File: src/design/flash_pkg.sv
`default_nettype none
package flash_pkg;
  // link geometry
  localparam int unsigned ADDR_W = 9;
  localparam int unsigned DATA_W = 16;
  localparam int unsigned CNT_W  = 25;
  localparam int unsigned MEM_WORDS = 1 << ADDR_W;
  typedef logic [CNT_W-1:0]  cnt_t;
  typedef logic [ADDR_W-1:0] addr_t;
  typedef logic [DATA_W-1:0] word_t;

  // system clock
  localparam int unsigned CLK_NS = 20;

  // least time: round up, never under one cycle
  function automatic int unsigned cyc_min(input int unsigned ns);
    int unsigned c;
    c = (ns + CLK_NS - 1) / CLK_NS;
    return (c < 1) ? 1 : c;
  endfunction

  // longest time: round down, never under one cycle
  function automatic int unsigned cyc_max(input int unsigned ns);
    int unsigned c;
    c = ns / CLK_NS;
    return (c < 1) ? 1 : c;
  endfunction

  // documented times, in their own units
  localparam int unsigned T_SCLK_NS  = 100;
  localparam int unsigned T_PB_NS    = 960;
  localparam int unsigned T_BP_NS    = 20;
  localparam int unsigned T_PPMX_US  = 100;
  localparam int unsigned T_EPMX_MS  = 500;
  localparam int unsigned T_DCO_NS   = 5;
  localparam int unsigned T_OE_NS    = 180;
  localparam int unsigned T_RA_NS    = 65;
  localparam int unsigned T_OSCS_NS  = 250;

  // derived cycle counts
  localparam int unsigned SCLK_CYC   = cyc_min(T_SCLK_NS);
  localparam int unsigned SCLK_HALF  = (SCLK_CYC + 1) / 2;
  localparam int unsigned PB_CYC     = cyc_max(T_PB_NS);
  localparam int unsigned BP_CYC     = cyc_min(T_BP_NS);
  localparam int unsigned PROG_MAX_CYC  = T_PPMX_US * 1000 / CLK_NS;
  localparam int unsigned ERASE_MAX_CYC = T_EPMX_MS * 1000 * (1000 / CLK_NS);
  localparam int unsigned DCO_CYC    = cyc_max(T_DCO_NS);
  localparam int unsigned OE_CYC     = cyc_min(T_OE_NS);
  localparam int unsigned RA_CYC     = cyc_max(T_RA_NS);
  localparam int unsigned OSCS_CYC   = cyc_min(T_OSCS_NS);

  // device-side choices within the limits above
  localparam int unsigned BUSY_LAG_CYC = 2;
  localparam int unsigned OSC_HALF_CYC = 5;

  // host operations
  typedef enum logic [1:0] {
    OP_READ  = 2'h0,
    OP_PROG  = 2'h1,
    OP_ERASE = 2'h2
  } op_e;
endpackage
`default_nettype wire

File: src/design/flash_link_if.sv
`timescale 1ns/1ps
`default_nettype none
interface flash_link_if;
  logic arclk;             // address register serial clock
  logic addr_shift;        // address register shift enable
  logic addr_in;           // address serial data
  logic drclk;             // data register serial clock
  logic data_shift;        // 1 shift, 0 load from array
  logic data_in;           // data serial in
  logic data_out;          // data serial out, msb of data register
  logic prog_req;          // program request
  logic erase_req;         // erase request
  logic busy;              // operation in progress
  logic oscillator_enable; // oscillator run request
  logic osc_clk;           // oscillator output

  modport user_end (
    output arclk, addr_shift, addr_in, drclk, data_shift, data_in,
    output prog_req, erase_req, oscillator_enable,
    input  data_out, busy, osc_clk
  );
  modport flash_end (
    input  arclk, addr_shift, addr_in, drclk, data_shift, data_in,
    input  prog_req, erase_req, oscillator_enable,
    output data_out, busy, osc_clk
  );
endinterface
`default_nettype wire

File: src/design/flash_user_ctrl.sv
`timescale 1ns/1ps
`default_nettype none
module flash_user_ctrl #(
  parameter int unsigned PROG_TIMEOUT  = flash_pkg::PROG_MAX_CYC,
  parameter int unsigned ERASE_TIMEOUT = flash_pkg::ERASE_MAX_CYC
) (
  input  wire logic           clock,   // 50 MHz system clock
  input  wire logic           rst,     // async reset, active high
  input  wire logic           ce,      // clock enable, freezes all state
  flash_link_if.user_end      link,    // link to flash block
  input  wire logic           start,   // start pulse, taken when ready
  input  wire flash_pkg::op_e op,      // operation
  input  wire flash_pkg::addr_t addr,  // word address
  input  wire flash_pkg::word_t wdata, // word to program
  output logic                ready,   // idle, accepts start
  output logic                done,    // one-cycle completion pulse
  output logic                timeout, // sticky, busy late or too long
  output flash_pkg::word_t    rdata    // word read back
);
  import flash_pkg::*;

  typedef enum logic [9:0] {
    H_IDLE  = 10'h001,
    H_ADDR  = 10'h002,
    H_DATA  = 10'h004,
    H_LOAD  = 10'h008,
    H_READ  = 10'h010,
    H_LEAD  = 10'h020,
    H_RISE  = 10'h040,
    H_FALL  = 10'h080,
    H_HOLD  = 10'h100,
    H_TAIL  = 10'h200
  } hstate_e;

  hstate_e state;
  op_e     op_q;
  word_t   shreg;
  word_t   wdata_q;
  cnt_t    cnt;
  cnt_t    phase;
  logic [4:0] bits;
  logic    last_phase;
  logic    shifting;

  // serial clocks: low half then high half, each at least the half period
  assign last_phase = (phase == cnt_t'(2 * SCLK_HALF - 1));
  assign shifting = (state == H_ADDR) || (state == H_DATA) ||
                    (state == H_LOAD) || (state == H_READ);

  always_ff @(posedge clock or posedge rst) begin
    if (rst) begin
      phase <= '0;
    end else if (ce) begin
      if (!shifting || last_phase) begin
        phase <= '0;
      end else begin
        phase <= phase + cnt_t'(1);
      end
    end
  end

  // pin drive: clocks rise at the half phase, giving setup and hold
  always_ff @(posedge clock or posedge rst) begin
    if (rst) begin
      link.arclk      <= 1'b0;
      link.drclk      <= 1'b0;
      link.addr_shift <= 1'b0;
      link.data_shift <= 1'b0;
      link.addr_in    <= 1'b0;
      link.data_in    <= 1'b0;
    end else if (ce) begin
      link.addr_shift <= (state == H_ADDR);
      link.data_shift <= (state == H_DATA) || (state == H_READ);
      link.addr_in    <= shreg[DATA_W-1];
      link.data_in    <= (state == H_DATA) ? shreg[DATA_W-1] : 1'b0;
      link.arclk      <= (state == H_ADDR) && (phase >= cnt_t'(SCLK_HALF));
      link.drclk      <= (state == H_DATA || state == H_LOAD || state == H_READ)
                         && (phase >= cnt_t'(SCLK_HALF));
    end
  end

  // sequencer
  always_ff @(posedge clock or posedge rst) begin
    if (rst) begin
      state   <= H_IDLE;
      op_q    <= OP_READ;
      shreg   <= '0;
      wdata_q <= '0;
      cnt     <= '0;
      bits    <= '0;
      ready   <= 1'b1;
      done    <= 1'b0;
      timeout <= 1'b0;
      rdata   <= '0;
      link.prog_req  <= 1'b0;
      link.erase_req <= 1'b0;
      link.oscillator_enable <= 1'b0;
    end else if (ce) begin
      done <= 1'b0;
      unique case (state)
        H_IDLE: begin
          if (start) begin
            op_q    <= op;
            wdata_q <= wdata;
            shreg   <= {addr, {(DATA_W-ADDR_W){1'b0}}};
            bits    <= 5'(ADDR_W - 1);
            ready   <= 1'b0;
            state   <= H_ADDR;
          end
        end
        H_ADDR: begin
          if (last_phase) begin
            shreg <= {shreg[DATA_W-2:0], 1'b0};
            bits  <= bits - 5'h01;
            if (bits == 5'h00) begin
              unique case (op_q)
                OP_READ: state <= H_LOAD;
                OP_PROG: begin
                  shreg <= wdata_q;
                  bits  <= 5'(DATA_W - 1);
                  state <= H_DATA;
                end
                default: begin
                  link.oscillator_enable <= 1'b1;
                  cnt   <= cnt_t'(OSCS_CYC);
                  state <= H_LEAD;
                end
              endcase
            end
          end
        end
        H_DATA: begin
          if (last_phase) begin
            shreg <= {shreg[DATA_W-2:0], 1'b0};
            bits  <= bits - 5'h01;
            if (bits == 5'h00) begin
              link.oscillator_enable <= 1'b1;
              cnt   <= cnt_t'(OSCS_CYC);
              state <= H_LEAD;
            end
          end
        end
        H_LOAD: begin
          if (last_phase) begin
            bits  <= 5'(DATA_W - 1);
            state <= H_READ;
          end
        end
        H_READ: begin
          // sample the msb just before each rising edge shifts it on
          if (phase == cnt_t'(SCLK_HALF - 1)) begin
            shreg <= {shreg[DATA_W-2:0], link.data_out};
          end
          if (last_phase) begin
            bits <= bits - 5'h01;
            if (bits == 5'h00) begin
              rdata <= shreg;
              done  <= 1'b1;
              ready <= 1'b1;
              state <= H_IDLE;
            end
          end
        end
        H_LEAD: begin
          cnt <= cnt - cnt_t'(1);
          if (cnt == cnt_t'(1)) begin
            link.prog_req  <= (op_q == OP_PROG);
            link.erase_req <= (op_q == OP_ERASE);
            cnt   <= cnt_t'(PB_CYC);
            state <= H_RISE;
          end
        end
        H_RISE: begin
          cnt <= cnt - cnt_t'(1);
          if (link.busy) begin
            cnt   <= (op_q == OP_PROG) ? cnt_t'(PROG_TIMEOUT) : cnt_t'(ERASE_TIMEOUT);
            state <= H_FALL;
          end else if (cnt == cnt_t'(0)) begin
            timeout <= 1'b1;
            cnt     <= cnt_t'(BP_CYC);
            state   <= H_HOLD;
          end
        end
        H_FALL: begin
          // the request stays up until busy has fallen or the timeout count runs out
          cnt <= cnt - cnt_t'(1);
          if (!link.busy || cnt == cnt_t'(0)) begin
            timeout <= timeout | link.busy;
            cnt     <= cnt_t'(BP_CYC);
            state   <= H_HOLD;
          end
        end
        H_HOLD: begin
          cnt <= cnt - cnt_t'(1);
          if (cnt == cnt_t'(1)) begin
            link.prog_req  <= 1'b0;
            link.erase_req <= 1'b0;
            cnt   <= cnt_t'(OSCS_CYC);
            state <= H_TAIL;
          end
        end
        H_TAIL: begin
          cnt <= cnt - cnt_t'(1);
          if (cnt == cnt_t'(1)) begin
            link.oscillator_enable <= 1'b0;
            done  <= 1'b1;
            ready <= 1'b1;
            state <= H_IDLE;
          end
        end
      endcase
    end
  end
endmodule
`default_nettype wire

File: src/flat_wrapper.sv
// flat-port wrapper written by rule: the top's interface ports become plain ports
module flash_user_ctrl_flat import flash_pkg::*;
#(
  parameter int unsigned PROG_TIMEOUT  = flash_pkg::PROG_MAX_CYC,
  parameter int unsigned ERASE_TIMEOUT = flash_pkg::ERASE_MAX_CYC
)
  (clock, rst, ce, start, op, addr, wdata, ready, done, timeout, rdata, link_arclk, link_addr_shift, link_addr_in, link_drclk, link_data_shift, link_data_in, link_prog_req, link_erase_req, link_oscillator_enable, link_data_out, link_busy, link_osc_clk);
  flash_link_if link_i ();
  input  wire logic clock;
  input  wire logic rst;
  input  wire logic ce;
  input  wire logic start;
  input  wire flash_pkg::op_e op;
  input  wire flash_pkg::addr_t addr;
  input  wire flash_pkg::word_t wdata;
  output logic ready;
  output logic done;
  output logic timeout;
  output flash_pkg::word_t rdata;
  output wire logic [$bits(link_i.arclk)-1:0] link_arclk;
  output wire logic [$bits(link_i.addr_shift)-1:0] link_addr_shift;
  output wire logic [$bits(link_i.addr_in)-1:0] link_addr_in;
  output wire logic [$bits(link_i.drclk)-1:0] link_drclk;
  output wire logic [$bits(link_i.data_shift)-1:0] link_data_shift;
  output wire logic [$bits(link_i.data_in)-1:0] link_data_in;
  output wire logic [$bits(link_i.prog_req)-1:0] link_prog_req;
  output wire logic [$bits(link_i.erase_req)-1:0] link_erase_req;
  output wire logic [$bits(link_i.oscillator_enable)-1:0] link_oscillator_enable;
  input wire logic [$bits(link_i.data_out)-1:0] link_data_out;
  input wire logic [$bits(link_i.busy)-1:0] link_busy;
  input wire logic [$bits(link_i.osc_clk)-1:0] link_osc_clk;
  assign link_arclk = link_i.arclk;
  assign link_addr_shift = link_i.addr_shift;
  assign link_addr_in = link_i.addr_in;
  assign link_drclk = link_i.drclk;
  assign link_data_shift = link_i.data_shift;
  assign link_data_in = link_i.data_in;
  assign link_prog_req = link_i.prog_req;
  assign link_erase_req = link_i.erase_req;
  assign link_oscillator_enable = link_i.oscillator_enable;
  assign link_i.data_out = link_data_out;
  assign link_i.busy = link_busy;
  assign link_i.osc_clk = link_osc_clk;
  flash_user_ctrl #(.PROG_TIMEOUT(PROG_TIMEOUT), .ERASE_TIMEOUT(ERASE_TIMEOUT)) u_core (.clock(clock), .rst(rst), .ce(ce), .link(link_i), .start(start), .op(op), .addr(addr), .wdata(wdata), .ready(ready), .done(done), .timeout(timeout), .rdata(rdata));
endmodule
File: config.mk
export PLATFORM = sky130hd
export DESIGN_NAME = flash_user_ctrl_flat
export DESIGN_NICKNAME = d
export VERILOG_FILES = /design/src/design/flash_pkg.sv /design/src/design/flash_link_if.sv /design/src/design/flash_user_ctrl.sv /design/src/flat_wrapper.sv
export SDC_FILE = /design/constraint.sdc
export NUM_CORES = 1
export LEC_CHECK = 0
export BUFFER_PORTS_ARGS = -buffer_cell sky130_fd_sc_hd__buf_2
export CAP_MARGIN = 20
export CELL_PAD_IN_SITES_DETAIL_PLACEMENT = 1
export CELL_PAD_IN_SITES_GLOBAL_PLACEMENT = 1
export CORE_MARGIN = 4
export CORE_UTILIZATION = 49
export CTS_BUF_LIST = sky130_fd_sc_hd__clkbuf_4
export CTS_CLUSTER_SIZE = 24
export DETAILED_ROUTE_END_ITERATION = 16
export PLACE_DENSITY_LB_ADDON = 0.1
export SLEW_MARGIN = 20
export SYNTH_ARGS = -nofsm -noshare
export SYNTH_HDL_FRONTEND = slang
export SYNTH_SLANG_ARGS = --single-unit
File: constraint.sdc
create_clock -name clock -period 4.9 [get_ports clock]
set_clock_uncertainty 0.05 [all_clocks]
set_input_delay 0.49 -clock clock [delete_from_list [all_inputs] [get_ports clock]]
set_output_delay 0.49 -clock clock [all_outputs]
set_load 0.1 [all_outputs]
==> out/results.tsv <==
stage	metric	value	unit
run_status	status	finished, final reports clean	
floorplan	dieArea	0.0159	mm^2
worst_setup_path	crit_path_end_kind	register	
routing	ant_nets	0	
pwr	p_int	2150	uW
floorplan	die_y	126	um
cts	clk_latency	0.54	ns
pwr	combPwrFrac	36.3	%
layout	diodes	0	
routing	post-route-drc-count	0	
yosys	synth.top_cell.area_share	45.6	%
routing	vias_per_cell	6.15	
pwr	clkPwrFrac	24.1	%
yosys	netlist_instances	686	
worst_setup_path	path_depth	6	
sta	worstMarginPinSlew	1.11	ns
yosys	yosysUniqueCellTypes	81	
sta	setup_viol_count_final	0	
yosys	ys_seq_area_share	46.4	%
yosys	synthArstFlopShare	100	%
layout	final_cell_mix	dfrtp_1, nand2_1, buf_2, nor2_1, o21ai_0	
cts	cts_max_level	4	
layout	final_common_cell	dfrtp_1	
worst_setup_path	cp_slowest_cell	o21ai_2	
floorplan	row_count	42	
yosys	yosys_warnings	0	
cts	post_cts_buffers	0	
pwr	p_leak	0.00367	uW
cts	cts_buffers	17	
worst_setup_path	crit_start	u_core.state[4]	
worst_setup_path	reg2reg_depth	6	
worst_setup_path	timing.rr.end	u_core.shreg[2]	
yosys	ys_dominant_reg_cell	dfrtp_1	
worst_setup_path	cp.required	5.33	ns
yosys	synth.area.top_cells	dfrtp_1, mux2_2, nand2_1	
sta	slew_headroom	26.3	%
layout	area_growth	11.2	%
sta	finalMaxSlewViolations	0	
grt	antenna_found_initial	0	
sta	timing.final.crit_share	64.0	%
layout	drive_above_1_share	21.8	%
sta	fin_setup_tns	0	ns
job	cap_violations	0	
yosys	ys_ff_latch	127	
routing	first_iter_violations	469	
worst_setup_path	crit_path_max_incr_delay	0.78	ns
worst_setup_path	crit_buf_inv	0	
yosys	synth_edf_count	0	
routing	avgRoutedWirePerCell	20.3	um
grt	grt_pass1_wl	31.4	mm
grt	grt_usage	24.5	%
pwr	p_sw	1430	uW
place	numPortBuffers	60	
pwr	swShare	39.9	%
floorplan	start_util	51.0	%
sta	rsz0062_at_grt	false	
layout	nets	781	
routing	vias	5713	
worst_setup_path	critical_path.max_fanout	17	
yosys	synth_area	0.00686	mm^2
grt	overflow	0	
place	hpwl	13.5	mm
worst_setup_path	critical_path_arrival	3.57	ns
worst_setup_path	crit_family	simple AND/OR/NAND/NOR gates	
yosys	yosysTopAreaCell	dfrtp_1	
cts	cts_tree	done	
sta	hold_viol_final	0	
worst_setup_path	criticalPathCategory	register to register	
worst_setup_path	timing.critical_path.to	u_core.shreg[2]	
sta	fmax	0.319	GHz
worst_setup_path	reg2reg_slack	1.76	ns
pwr	p_per_area	470	mW/mm^2
routing	drt_pass1_iterations	7	
pwr	peakVddDrop	0.261	mV
cts	cts_buffer_depth	2	
cts	cts.clk_slew.worst_paths	0.12	ns
grt	first_global_vias	5987	
worst_setup_path	crit_chain	or4_4 -> nor4_1 -> nor3_1 -> o21ai_2 -> a22o_1 -> mux2_2	
min_path	hold_class	primary input to async pin	
floorplan	num_io_pins	62	
sta	setup_slack	1.76	ns
cts	cts_hold_buf	0	
routing	drt-total-wl	18.9	mm
floorplan	core-area	0.0135	mm^2
cts	cts_root_buf	clkbuf_4	
place	dp.cells	897	
cts	cts.sinks	127	
grt	grt_max_degree	61	
cts	cts-resized-gates	0	
floorplan	fp.dieW	126	um
sta	min_period	3.14	ns
pwr	sequentialPowerShare	39.6	%
worst_setup_path	start_kind	register	
layout	fin_cells	929	
worst_setup_path	regToRegStartpoint	u_core.state[4]	
place	gp_congestion	0.911	
place	pre_cts_ws	1.80	ns
yosys	avgSynthCellArea	10.0	um^2
yosys	synthesis.nets	727	
==> routing by layer <==
| metal | wire length [um] | GRT usage, % | vias up |
|---|---|---|---|
| met1 | 8630 | 33.4 | 2902 |
| met4 | 315 | 7.32 | 0 |
| met2 | 9190 | 39.7 | 134 |
| li1 | - | - | 2650 |
| met3 | 762 | 4.88 | 27 |
| met5 | 0 | 0 | - |
==> synthesized netlist by cell type, types with 16 or more instances <==
cell type	number
clkbuf_1	16
inv_1	34
mux2_2	40
dfrtp_1	125
a21oi_1	25
o21ai_0	45
nor4_1	16
nor2_1	54
nand3_1	16
nand2_1	62
nor3_1	22
==> registers in the layout, summed over array words and instances (netlist names), 2 cells and up <==
register	count
u_core.bits	5
u_core.cnt	25
u_core.op_q	2
u_core.phase	25
u_core.rdata	16
u_core.shreg	16
u_core.state	10
u_core.wdata_q	16
==> worst reg2reg max path, cell delays in order, from the launching register on <==
cell	delay [ns]
dfrtp_1	0.55
or4_4	0.55
nor4_1	0.61
nor3_1	0.12
o21ai_2	0.78
a22o_1	0.26
mux2_2	0.15
==> worst min-delay path by stage <==
stage / from / depth (start not counted) / slack [ns] / end
CTS: rst / 2 / 0.02 / u_core.wdata_q[11]
detailed placement: u_core.timeout / 1 / 0.42 / u_core.timeout
finish: rst / 2 / 0.04 / u_core.phase[18]
global route: rst / 2 / 0.05 / u_core.wdata_q[11]
global placement: u_core.timeout / 1 / 0.40 / u_core.timeout
floorplan: u_core.shreg[15] / 2 / 0.42 / u_core.link.addr_in
==> through the flow <==
step | total power (uW) | area, um^2 | hold slack (ns) | utilization (%)
after floorplan | 2380 | 6860 | 0.421 | -
after global placement | 2670 | 7280 | 0.402 | 54.1
after detailed placement | 2720 | 7280 | 0.421 | 54.1
after CTS | 3590 | 7620 | 0.0230 | 56.6
after global routing | 3810 | 7630 | 0.0523 | 56.7
final | 3580 | 7630 | 0.0368 | 56.7
==> layout make-up <==
| type | count | area (um^2) |
|---|---|---|
| fillers | 1558 | 5830 |
| multi-input cells | 494 | 3410 |
| inverters | 34 | 130 |
| clock inverters | 12 | 191 |
| well taps | 176 | 220 |
| flip-flops and latches | 127 | 3180 |
| clock buffers | 20 | 150 |
| repair buffers | 66 | 345 |
==> power groups by stage <==
stage	clock, uW	combinational, uW	sequential, uW
floorplan	0	935	1440
global placement	0	1250	1420
detailed placement	0	1280	1430
CTS	884	1290	1420
global route	937	1420	1450
finish	865	1300	1420
==> cell families after synthesis <==
group	count (synthesis)	synth area share (%)
and+or+nand+nor	253	20.3
adders and majority gates	7	1.28
buffers and inverters	65	4.01
DFF	127	46.4
AOI/OAI and AO/OA	154	16.0
muxes	53	8.54
xor gates and xnor gates	27	3.45
Power figures use the tool's default switching activity.
